File: config.mk
export PLATFORM = sky130hd
export DESIGN_NAME = mcp_top
export DESIGN_NICKNAME = d
export VERILOG_FILES = /design/src/logic/mcp_pkg.sv /design/src/logic/mcp_top.sv
export SDC_FILE = /design/constraint.sdc
export NUM_CORES = 1
export LEC_CHECK = 0
export BUFFER_PORTS_ARGS = -buffer_cell sky130_fd_sc_hd__buf_2
export CORE_MARGIN = 2
export CORE_UTILIZATION = 30
export DETAILED_ROUTE_END_ITERATION = 6
export PLACE_DENSITY_LB_ADDON = 0.15
export SLEW_MARGIN = 20
export SYNTH_ARGS = -nofsm -noshare
export SYNTH_HDL_FRONTEND = slang
export SYNTH_SLANG_ARGS = --single-unit
export TNS_END_PERCENT = 30
File: constraint.sdc
create_clock -name clk -period 9.7 [get_ports clk]
set_clock_uncertainty 0.15 [all_clocks]
set_input_delay 1.94 -clock clk [delete_from_list [all_inputs] [get_ports clk]]
set_output_delay 1.94 -clock clk [all_outputs]
set_load 0.01 [all_outputs]
File: src/logic/mcp_pkg.sv
package mcp_pkg;

    // ****************************************
    // bus map
    // ****************************************
    localparam int MCP_AW = 8; // apb address width
    localparam logic [7:0] MCP_A_CTRL = 8'h00; // timebase control
    localparam logic [7:0] MCP_A_PER = 8'h04; // timebase_period_value
    localparam logic [7:0] MCP_A_DUTY = 8'h08; // duty i at +stride*i
    localparam logic [7:0] MCP_A_DEAD = 8'h18; // dead times
    localparam logic [7:0] MCP_A_OVRD = 8'h1c; // manual override
    localparam logic [7:0] MCP_A_FLT = 8'h20; // fault setup
    localparam logic [7:0] MCP_A_PINEN = 8'h24; // pin enables
    localparam logic [7:0] MCP_A_TRIG = 8'h28; // a/d trigger point
    localparam logic [7:0] MCP_A_STAT = 8'h2c; // live state, read only
    localparam logic [7:0] MCP_A_EVT = 8'h30; // sticky events, w1c
    localparam logic [7:0] MCP_STRIDE = 8'h04; // one word per register

    // ****************************************
    // widths and reset values
    // ****************************************
    localparam int MCP_CW = 15; // timebase width
    localparam int MCP_DW = 16; // duty in half cycles
    localparam int MCP_DTW = 8; // dead time width
    localparam logic [14:0] MCP_PER_RST = 15'h00ff;
    localparam int MCP_EVT_PER = 0; // postscaled period event
    localparam int MCP_EVT_TRG = 1; // a/d trigger seen
    localparam int MCP_EVT_FLT = 2; // fault clear bits 3:2
    localparam int MCP_TRG_DIR = 15; // trigger direction bit

    // prescaler limits for divide by 1, 4, 16, 64
    localparam logic [5:0] MCP_PRE_1 = 6'h00;
    localparam logic [5:0] MCP_PRE_4 = 6'h03;
    localparam logic [5:0] MCP_PRE_16 = 6'h0f;
    localparam logic [5:0] MCP_PRE_64 = 6'h3f;

    // ****************************************
    // types
    // ****************************************
    typedef enum logic [1:0] {
        MCP_M_FREE = 2'h0,
        MCP_M_SHOT = 2'h1,
        MCP_M_UPDN = 2'h2,
        MCP_M_UPDN2 = 2'h3
    } mcp_mode_type;

    typedef struct packed {
        logic [3:0] indep; // pair runs independent
        logic [3:0] post; // postscale minus one
        logic [1:0] pre; // prescale select
        mcp_mode_type mode;
        logic en; // timebase running
    } mcp_ctrl_type;

    typedef struct packed {
        logic [3:0] sel; // pair uses second value
        logic [7:0] d1;
        logic [7:0] d0;
    } mcp_dead_type;

    typedef struct packed {
        logic [7:0] val; // forced active levels
        logic [7:0] en;
    } mcp_ovrd_type;

    typedef struct packed {
        logic [7:0] lvl; // pin levels under fault
        logic [1:0] cyc; // 1: cycle by cycle, 0: latched
        logic [1:0] en;
    } mcp_flt_type;

    // prescaler terminal count
    function automatic logic [5:0] mcp_presc_lim(input logic [1:0] sel);
        case (sel)
            2'h0: mcp_presc_lim = MCP_PRE_1;
            2'h1: mcp_presc_lim = MCP_PRE_4;
            2'h2: mcp_presc_lim = MCP_PRE_16;
            default: mcp_presc_lim = MCP_PRE_64;
        endcase
    endfunction : mcp_presc_lim

endpackage : mcp_pkg

File: src/logic/mcp_top.sv
// Added by the designer: the APB slave port and the register offsets.
`timescale 1ns/1ps

// Operation
// - 15-bit timebase with prescaler and postscaler
// - four timebase modes
// - up/down counting gives center-aligned pulses
// - double-update mode loads duty at both ends
// - single-shot runs one period then stops
// - edges placed on half-cycle boundaries
// - each duty generator owns a pin pair
// - pair complementary or independent
// - complementary pairs get hardware dead time
// - pin polarity from fixed configuration inputs
// - software override forces single pins
// - fault inputs force programmed pin levels
// - timebase-aligned a/d trigger pulse
// - each pin enabled or released alone
// - large variant: four pairs, two faults
// - small variant: three pairs
// - center mode runs at half frequency
// - edge, center, double, single-event outputs
module mcp_top #(
    parameter int NUM_PAIRS = 4 // 4 or 3
) (
    input wire logic clk,
    input wire logic rst_n,
    input wire logic psel,
    input wire logic penable,
    input wire logic pwrite,
    input wire logic [mcp_pkg::MCP_AW-1:0] paddr,
    input wire logic [31:0] pwdata,
    output logic [31:0] prdata,
    output logic pready,
    output logic pslverr,
    input wire logic [1:0] fault_in,
    input wire logic cfg_pol_hi,
    input wire logic cfg_pol_lo,
    output logic [2*NUM_PAIRS-1:0] pwm_first,
    output logic [2*NUM_PAIRS-1:0] pwm_second,
    output logic [2*NUM_PAIRS-1:0] pwm_oe,
    output logic adc_trig
);
    import mcp_pkg::*;

    localparam int NP = 2 * NUM_PAIRS; // pin count

    // ****************************************
    // registers
    // ****************************************
    mcp_ctrl_type ctrl_reg;
    logic [MCP_CW-1:0] per_reg; // timebase_period_value
    logic [MCP_DW-1:0] duty_shd_reg [NUM_PAIRS]; // software copy
    logic [MCP_DW-1:0] duty_act_reg [NUM_PAIRS]; // in use
    mcp_dead_type dead_reg;
    mcp_ovrd_type ovrd_reg;
    mcp_flt_type flt_reg;
    logic [7:0] pinen_reg;
    logic [MCP_CW:0] trig_reg; // value plus direction
    logic [1:0] evt_reg; // sticky events
    logic [1:0] fault_st_reg; // fault seen
    logic [31:0] prdata_reg;
    logic pready_reg;
    logic pslverr_reg;
    logic [NP-1:0] pwm_first_reg;
    logic [NP-1:0] pwm_second_reg;
    logic [NP-1:0] pwm_oe_reg;
    logic adc_trig_reg;

    // timebase state
    logic [5:0] presc_reg;
    logic [MCP_CW-1:0] cnt_reg;
    logic down_reg; // counting down
    logic [3:0] post_reg;
    logic [MCP_DTW-1:0] dcnt_reg [NUM_PAIRS];
    logic [NUM_PAIRS-1:0] last_reg; // settled raw level

    // ****************************************
    // apb slave
    // ****************************************
    logic acc; // first access cycle
    logic wr; // write lands this edge
    logic [31:0] rd_next;
    logic hit_next;

    assign acc = psel & penable & ~pready_reg;
    assign wr = psel & penable & pready_reg & pwrite;

    // one wait state, then ready
    always_ff @(posedge clk) begin
        if (!rst_n) begin
            pready_reg <= 1'b0;
            prdata_reg <= 32'h0000_0000;
            pslverr_reg <= 1'b0;
        end else begin
            pready_reg <= acc;
            if (acc) begin
                prdata_reg <= pwrite ? 32'h0000_0000 : rd_next;
                pslverr_reg <= ~hit_next; // unmapped address
            end
        end
    end

    // read mux and decode
    always_comb begin
        rd_next = 32'h0000_0000;
        hit_next = 1'b1;
        case (paddr)
            MCP_A_CTRL: rd_next = 32'(ctrl_reg);
            MCP_A_PER: rd_next = 32'(per_reg);
            MCP_A_DEAD: rd_next = 32'(dead_reg);
            MCP_A_OVRD: rd_next = 32'(ovrd_reg);
            MCP_A_FLT: rd_next = 32'(flt_reg);
            MCP_A_PINEN: rd_next = 32'(pinen_reg);
            MCP_A_TRIG: rd_next = 32'(trig_reg);
            MCP_A_STAT: rd_next = 32'({fault_st_reg, down_reg, ctrl_reg.en, cnt_reg});
            MCP_A_EVT: rd_next = 32'(evt_reg);
            default: hit_next = 1'b0;
        endcase
        for (int i = 0; i < NUM_PAIRS; i++) begin
            if (paddr == MCP_A_DUTY + 8'(i) * MCP_STRIDE) begin
                rd_next = 32'(duty_shd_reg[i]);
                hit_next = 1'b1;
            end
        end
    end

    // ****************************************
    // timebase
    // ****************************************
    logic tick; // prescaled count step
    logic top_hit;
    logic bot_hit;
    logic edge_mode;
    logic upd; // duty load point
    logic shot_end;

    assign edge_mode = (ctrl_reg.mode == MCP_M_FREE) || (ctrl_reg.mode == MCP_M_SHOT);
    assign tick = ctrl_reg.en && (presc_reg == mcp_presc_lim(ctrl_reg.pre));
    assign top_hit = tick && !down_reg && (cnt_reg >= per_reg);
    assign bot_hit = tick && down_reg && (cnt_reg == '0);
    // double update also loads at the bottom turn
    assign upd = top_hit || (bot_hit && ctrl_reg.mode == MCP_M_UPDN2);
    assign shot_end = top_hit && (ctrl_reg.mode == MCP_M_SHOT);

    // prescaler divides the clock
    always_ff @(posedge clk) begin
        if (!rst_n || !ctrl_reg.en || tick) begin
            presc_reg <= 6'h00;
        end else begin
            presc_reg <= presc_reg + 6'h01;
        end
    end

    // counter; up/down covers the period twice, so half rate
    always_ff @(posedge clk) begin
        if (!rst_n || !ctrl_reg.en) begin
            cnt_reg <= '0;
            down_reg <= 1'b0;
        end else if (tick) begin
            if (edge_mode) begin
                // wrap to zero with a period event
                cnt_reg <= top_hit ? '0 : cnt_reg + 15'h0001;
            end else if (!down_reg) begin
                if (top_hit && per_reg != '0) begin
                    down_reg <= 1'b1;
                    cnt_reg <= cnt_reg - 15'h0001;
                end else if (!top_hit) begin
                    cnt_reg <= cnt_reg + 15'h0001;
                end
            end else if (bot_hit) begin
                down_reg <= 1'b0;
                cnt_reg <= (per_reg == '0) ? '0 : 15'h0001;
            end else begin
                cnt_reg <= cnt_reg - 15'h0001;
            end
        end
    end

    // postscaler on period events
    always_ff @(posedge clk) begin
        if (!rst_n || !ctrl_reg.en) begin
            post_reg <= 4'h0;
        end else if (upd) begin
            post_reg <= (post_reg == ctrl_reg.post) ? 4'h0 : post_reg + 4'h1;
        end
    end

    // ****************************************
    // software registers
    // ****************************************
    always_ff @(posedge clk) begin
        if (!rst_n) begin
            ctrl_reg <= '0;
            per_reg <= MCP_PER_RST;
            dead_reg <= '0;
            ovrd_reg <= '0;
            flt_reg <= '0;
            pinen_reg <= 8'h00; // all pins released
            trig_reg <= '0;
        end else begin
            if (wr && paddr == MCP_A_CTRL) begin
                ctrl_reg <= mcp_ctrl_type'(pwdata[$bits(mcp_ctrl_type)-1:0]);
            end else if (shot_end) begin
                ctrl_reg.en <= 1'b0;
            end
            if (wr && paddr == MCP_A_PER) per_reg <= pwdata[MCP_CW-1:0];
            if (wr && paddr == MCP_A_DEAD) begin
                dead_reg <= mcp_dead_type'(pwdata[$bits(mcp_dead_type)-1:0]);
            end
            if (wr && paddr == MCP_A_OVRD) begin
                ovrd_reg <= mcp_ovrd_type'(pwdata[$bits(mcp_ovrd_type)-1:0]);
            end
            if (wr && paddr == MCP_A_FLT) begin
                flt_reg <= mcp_flt_type'(pwdata[$bits(mcp_flt_type)-1:0]);
            end
            if (wr && paddr == MCP_A_PINEN) pinen_reg <= pwdata[7:0];
            if (wr && paddr == MCP_A_TRIG) trig_reg <= pwdata[MCP_CW:0];
        end
    end

    // duty: shadow from bus, active at load points
    always_ff @(posedge clk) begin
        for (int i = 0; i < NUM_PAIRS; i++) begin
            if (!rst_n) begin
                duty_shd_reg[i] <= '0;
                duty_act_reg[i] <= '0;
            end else begin
                if (wr && paddr == MCP_A_DUTY + 8'(i) * MCP_STRIDE) begin
                    duty_shd_reg[i] <= pwdata[MCP_DW-1:0];
                end
                // stopped timebase takes new duty at once
                if (upd || !ctrl_reg.en) duty_act_reg[i] <= duty_shd_reg[i];
            end
        end
    end

    // ****************************************
    // faults and events
    // ****************************************
    logic [1:0] flt_now;
    logic fault_act;
    logic trig_hit;

    assign flt_now = fault_in & flt_reg.en;
    assign fault_act = |(flt_now | fault_st_reg);

    // latched clears by software, cycle mode at period; set wins
    always_ff @(posedge clk) begin
        for (int f = 0; f < 2; f++) begin
            if (!rst_n) begin
                fault_st_reg[f] <= 1'b0;
            end else if (flt_now[f]) begin
                fault_st_reg[f] <= 1'b1;
            end else if (flt_reg.cyc[f] ? upd : (wr && paddr == MCP_A_EVT
                         && pwdata[MCP_EVT_FLT+f])) begin
                fault_st_reg[f] <= 1'b0;
            end
        end
    end

    // in up/down modes the trigger picks a direction
    assign trig_hit = tick && cnt_reg == trig_reg[MCP_CW-1:0]
                      && (edge_mode || down_reg == trig_reg[MCP_TRG_DIR]);

    // sticky events, set beats clear
    always_ff @(posedge clk) begin
        if (!rst_n) begin
            evt_reg <= 2'h0;
            adc_trig_reg <= 1'b0;
        end else begin
            adc_trig_reg <= trig_hit;
            for (int e = 0; e < 2; e++) begin
                if ((e == MCP_EVT_PER) ? (upd && post_reg == ctrl_reg.post) : trig_hit) begin
                    evt_reg[e] <= 1'b1;
                end else if (wr && paddr == MCP_A_EVT && pwdata[e]) begin
                    evt_reg[e] <= 1'b0;
                end
            end
        end
    end

    // ****************************************
    // duty compare and dead time
    // ****************************************
    logic [NP-1:0] gen_f; // generated level, first half
    logic [NP-1:0] gen_s; // second half
    logic [NUM_PAIRS-1:0] raw_s_w;
    logic [MCP_DTW-1:0] dnext [NUM_PAIRS];

    // half-cycle index; order swaps when counting down
    always_comb begin
        logic [MCP_DW-1:0] h_f;
        logic [MCP_DW-1:0] h_s;
        logic raw_f;
        logic raw_s;
        logic trans;
        logic blk;
        logic [MCP_DTW-1:0] dsel;
        h_f = {cnt_reg, down_reg};
        h_s = {cnt_reg, ~down_reg};
        raw_f = 1'b0;
        raw_s = 1'b0;
        trans = 1'b0;
        blk = 1'b0;
        dsel = '0;
        gen_f = '0;
        gen_s = '0;
        raw_s_w = '0;
        for (int i = 0; i < NUM_PAIRS; i++) begin
            raw_f = ctrl_reg.en && (h_f < duty_act_reg[i]);
            raw_s = ctrl_reg.en && (h_s < duty_act_reg[i]);
            raw_s_w[i] = raw_s;
            dsel = dead_reg.sel[i] ? dead_reg.d1 : dead_reg.d0;
            trans = raw_s != last_reg[i];
            blk = (trans && dsel != '0) || dcnt_reg[i] != '0;
            dnext[i] = (trans && dsel != '0) ? dsel - 8'h01 :
                       (dcnt_reg[i] != '0) ? dcnt_reg[i] - 8'h01 : '0;
            if (ctrl_reg.indep[i]) begin
                gen_f[2*i] = raw_f;
                gen_s[2*i] = raw_s;
                gen_f[2*i+1] = raw_f;
                gen_s[2*i+1] = raw_s;
            end else begin
                // only the side turning on waits
                gen_f[2*i] = raw_f && !(blk && raw_s);
                gen_s[2*i] = raw_s && !(blk && raw_s);
                gen_f[2*i+1] = !raw_f && !(blk && !raw_s);
                gen_s[2*i+1] = !raw_s && !(blk && !raw_s);
            end
        end
    end

    // dead counters per pair
    always_ff @(posedge clk) begin
        for (int i = 0; i < NUM_PAIRS; i++) begin
            if (!rst_n) begin
                dcnt_reg[i] <= '0;
                last_reg[i] <= 1'b0;
            end else begin
                dcnt_reg[i] <= dnext[i];
                last_reg[i] <= raw_s_w[i];
            end
        end
    end

    // ****************************************
    // pin stage: fault, override, polarity, enable
    // ****************************************
    always_ff @(posedge clk) begin
        for (int p = 0; p < NP; p++) begin
            logic act_f;
            logic act_s;
            logic pol;
            pol = p[0] ? cfg_pol_lo : cfg_pol_hi;
            if (fault_act) begin
                act_f = flt_reg.lvl[p];
                act_s = flt_reg.lvl[p];
            end else if (ovrd_reg.en[p]) begin
                act_f = ovrd_reg.val[p];
                act_s = ovrd_reg.val[p];
            end else begin
                act_f = gen_f[p];
                act_s = gen_s[p];
            end
            if (!rst_n) begin
                pwm_first_reg[p] <= 1'b0;
                pwm_second_reg[p] <= 1'b0;
                pwm_oe_reg[p] <= 1'b0;
            end else begin
                pwm_first_reg[p] <= pinen_reg[p] & (act_f ~^ pol);
                pwm_second_reg[p] <= pinen_reg[p] & (act_s ~^ pol);
                pwm_oe_reg[p] <= pinen_reg[p];
            end
        end
    end

    assign prdata = prdata_reg;
    assign pready = pready_reg;
    assign pslverr = pslverr_reg;
    assign pwm_first = pwm_first_reg;
    assign pwm_second = pwm_second_reg;
    assign pwm_oe = pwm_oe_reg;
    assign adc_trig = adc_trig_reg;
endmodule : mcp_top

# ---- Word level (Yosys, flattened, before mapping)
# Memories as Yosys holds them, arrays and structs flattened.
# Cells that the tools add are included.
dict set report op_classes {
  mux 116
  bitwise 54
  n_eq_ne 25
  add_sub_neg 12
  magnitude_cmp 9
  n_reduce_logical 115
}
# op count
set op_table {}
lappend op_table {{$pmux 20 s9} 1}
lappend op_table {{$mux 32} 5}
lappend op_table {{$lt 16x16->1} 8}
lappend op_table {{$mux 16} 8}
lappend op_table {{$mux 8} 16}
lappend op_table {{$mux 15} 6}
lappend op_table {{$mux 1} 70}
lappend op_table {{$reduce_bool 8->1} 8}
lappend op_table {{$sub 8x1->8 const B} 8}
lappend op_table {{$logic_and 1x1->1} 63}
lappend op_table {{$eq 8x6->1 const B} 5}
lappend op_table {{$eq 8x5->1 const B} 4}
lappend op_table {{$logic_not 15->1} 2}
lappend op_table {{$and 1x1->1} 20}
lappend op_table {{$logic_not 1->1} 19}
lappend op_table {{$pmux 6 s3} 1}
lappend op_table {{$eq 8x4->1 const B} 2}
lappend op_table {{$mux 2} 8}
lappend op_table {{$xnor 1x1->1} 16}
lappend op_table {{$add 15x1->15 const B} 1}
lappend op_table {{$eq 15x15->1} 1}
lappend op_table {{$ge 15x15->1} 1}
lappend op_table {{$reduce_bool 15->1} 1}
lappend op_table {{$sub 15x1->15 const B} 1}
lappend op_table {{22 further kinds} 56}
dict set report totals {
  wordCells 366
  ff_bits 193
  in_bits 49
  mem_count 3
  output_inout_bits 59
  ram_bits 160
}
# name depth width rd rd_ports_with_merged_regs write_ports line_no
set mem_list {}
lappend mem_list {duty_act_reg 4 16 4 0 4 mcp_top.sv:54} ;# logic [MCP_DW-1:0] duty_act_reg [NUM_PAIRS];
lappend mem_list {duty_shd_reg 4 16 4 0 4 mcp_top.sv:53} ;# logic [MCP_DW-1:0] duty_shd_reg [NUM_PAIRS];
lappend mem_list {dcnt_reg 4 8 4 0 4 mcp_top.sv:75} ;# logic [MCP_DTW-1:0] dcnt_reg [NUM_PAIRS];

# ---- Logic depth before layout (Yosys ltp)
dict set report logic_depth {
  word_depth 14
  mapped_depth 12
}

# ---- Worst setup path before layout
# OpenSTA, ideal clock, no wires.
dict set report synth_timing {
  path_kind {input-to-reg}
  start {in paddr[4] (netlist name)}
  end {mem duty_shd_reg[0][0] (enable)}
  setup_time_ns 0.436
  path_buffers 2
  cell_stages 4
  slack_ns 4.540
  required_time_ns 9.114
  t_arrival_ns 4.574
  cell_sequence {clkbuf_1 > or4_1 > clkbuf_1 > o41ai_1}
}
# element line_no
set synth_lines {}
lappend synth_lines {{start, declared} mcp_top.sv:31} ;# input wire logic [mcp_pkg::MCP_AW-1:0] paddr,
lappend synth_lines {{end, declared} mcp_top.sv:53}

==> impl_metrics.toml <==
[sta]
max_slew.worst_pin.slew_ns = 1.11
finalCritPeriodShare = 0.488
rsz0062_at_grt = "no"
slew_headroom = 0.257
finalHoldViolCount = 0
max_freq_mhz = 211
min_period_ns = 4.73
setup_viol = 0
drv_slew = 0
tns_ns = 0

[cells_and_area]
fin_area_um2 = 22600
drive_gt1_frac = 0.106
instances_no_fill = 3177
finish.utilization = 0.344
area_growth_pct = 14.0
final_nets = 2417

[placed_design]
placed_cells = 3095
place_area_um2 = 21000
gp_congestion = 0.928
dp_hpwl_um = 54700
portBuffers = 83

[global_routing]
grt_pass1_wl_um = 113000
track_usage = 0.225
antenna_found_initial = 4
grt_pass1_vias = 16600
grt-ovfl-total = 0
grt_start_max_net_pins = 65

[pwr]
p_int_mw = 2.77
p_total_mw = 3.81
seq_power_share = 0.417
power_density_nw_per_um2 = 169
swShare = 0.273
combPwrFrac = 0.133
leakagePower_nw = 8.60
p_switching_mw = 1.04
irDropWorstVdd_uv = 110
pwr-share-clk = 0.450

[clocking]
cts_tree = "yes"
clock_latency_ns = 0.59
ctsHoldBuffers = 0
postCtsSetupBuffers = 0
path_clk_slew_ns = 0.06
cts_htree_levels = 2
root_buffer = "clkbuf_16"
cts.sinks = 341
cts_buffers = 44
ctsResizeCount = 0
clock_path_buffers = 3

[synth]
synthCells = 2251
synth_area_leaders = "dfxtp_1 22%, edfxtp_1 19%, ha_1 5.8%"
synthDistinctLibCells = 101
syn_area_per_cell_um2 = 8.79
synth_edf_count = 128
ys_seq_area_frac = 0.410
synth_most_common_cell = "nand2_1"
yosys.area.top_type = "dfxtp_1"
ys_async_sr_fraction = 0
ys_ff_latch = 341
ys.flop_type = "dfxtp_1"
synthesis.area_um2 = 19800
netlist_top_cells_count = "280 x nand2_1, 213 x dfxtp_1, 184 x a21oi_1"
synth_top_area_frac = 0.215
yosysWarnings = 0

[status]
status = "finished, final reports clean"

[die]
coreArea_um2 = 65500
start_util = 0.302
rows = 94
die_area_um2 = 68000
die_w_um = 261
fp.dieH_um = 261
io_pins = 108

[detailed_routing]
detail-route-antenna-nets = 0
remaining_drc_errors = 0
dr.pass1.iters = 6
vias = 17600
viasPerCell = 5.53
wirelength_um = 77300
drt_iter0_markers = 2036
wire_per_inst_um = 24.3

[critical_path]
critPathLaunchType = "input port"
critPathCaptureType = "flip-flop"
arrival_ns = 4.88
crit_required_ns = 9.85
critical_path_class = "in2reg"
cp_max_fo = 24

[run]
maxCapViolCount = 0

[min_path]
hold_path.class = "reg2reg"
[power groups by stage]
stage / logic, mW / registers [mW] / clock network [mW]
2_1_floorplan: 0.361 / 1.61 / 0
3_3_place_gp: 0.489 / 1.62 / 0
3_5_place_dp: 0.497 / 1.62 / 0
4_1_cts: 0.501 / 1.59 / 1.75
5_1_grt: 0.560 / 1.60 / 1.81
6_report: 0.506 / 1.59 / 1.71
[metal layers]
layer  track usage  up-vias  wire length, µm
met5             0        -                8
met4        0.0873        2             3130
met3        0.0370      135             5810
met2         0.353      731            34200
met1         0.309     8550            34100
li1              -     8159                -
[worst max-delay path: stages]
cell	delay (ns)
buf_2	0.16
or4_1	0.76
nor2_1	0.22
nand2_1	0.56
o21ai_1	0.92
buf_4	0.30
[layout make-up]
cell class              instances  area (µm²)
fillers                      6803       42900
multi-input cells            1654       10700
flip-flops and latches        341        8110
clock buffers                  63        1350
well taps                     864        1080
repair buffers                126         738
inverters                     110         415
clock inverters                18         176
diodes                          1        2.50
[placed cells by master, fill, tap and decap left out, types with 16 or more instances in the layout]
master     netlist  routed
and2_1         144     144
clkbuf_16        0      48
xnor2_1         30      30
a211oi_1        17      17
o211ai_1        19      19
and3_1          20      20
a22oi_1         32      32
buf_4           14      43
buf_2           19      83
nor2_1         139     138
nand2_1        280     279
a21oi_1        184     184
nand4_1         33      33
nor4_1          23      21
dfxtp_1        213     213
o21a_1          19      19
nand2b_1        22      22
inv_1          109     109
xor2_1          46      46
ha_1            91      91
or3_1           25      25
nand3_1         76      76
nor3_1          33      32
o21ai_1         25      28
a22o_1          16      16
mux2i_1         62      61
edfxtp_1       128     128
o21ai_0         53      50
[logic make-up after synthesis]
kind of cell             Yosys count  share of synthesized area
AO/OA/AOI/OAI                    538                      0.186
XOR/XNOR                          76                     0.0336
adder cells (fa/ha/maj)           91                     0.0575
buffers and inverters            267                     0.0545
flip-flops                       341                      0.410
multiplexers                      66                     0.0336
other                              1                   0.000190
AND/OR/NAND/NOR                  871                      0.225
[stage by stage]
step / hold WS (ns) / worst slack, ns
after floorplan: 0.282 / 4.54
after global placement: 0.292 / 4.43
after detailed placement: 0.294 / 4.44
after CTS: 0.310 / 5.07
after global routing: 0.333 / 4.78
final: 0.306 / 4.97
[final timing paths]
| kind | start | end | slack [ns] | depth (start not counted) |
|---|---|---|---|---|
| worst min register to register | prdata[10] | prdata[10] | 0.31 | 2 |
| worst max register to register | cnt_reg[0] | duty_act_reg[3][12] | 5.31 | 9 |
| worst max-delay path | paddr[4] | duty_shd_reg[1][15] | 4.97 | 6 |
| worst min-delay path | prdata[10] | prdata[10] | 0.31 | 2 |
(Power assumes the default switching activity.)
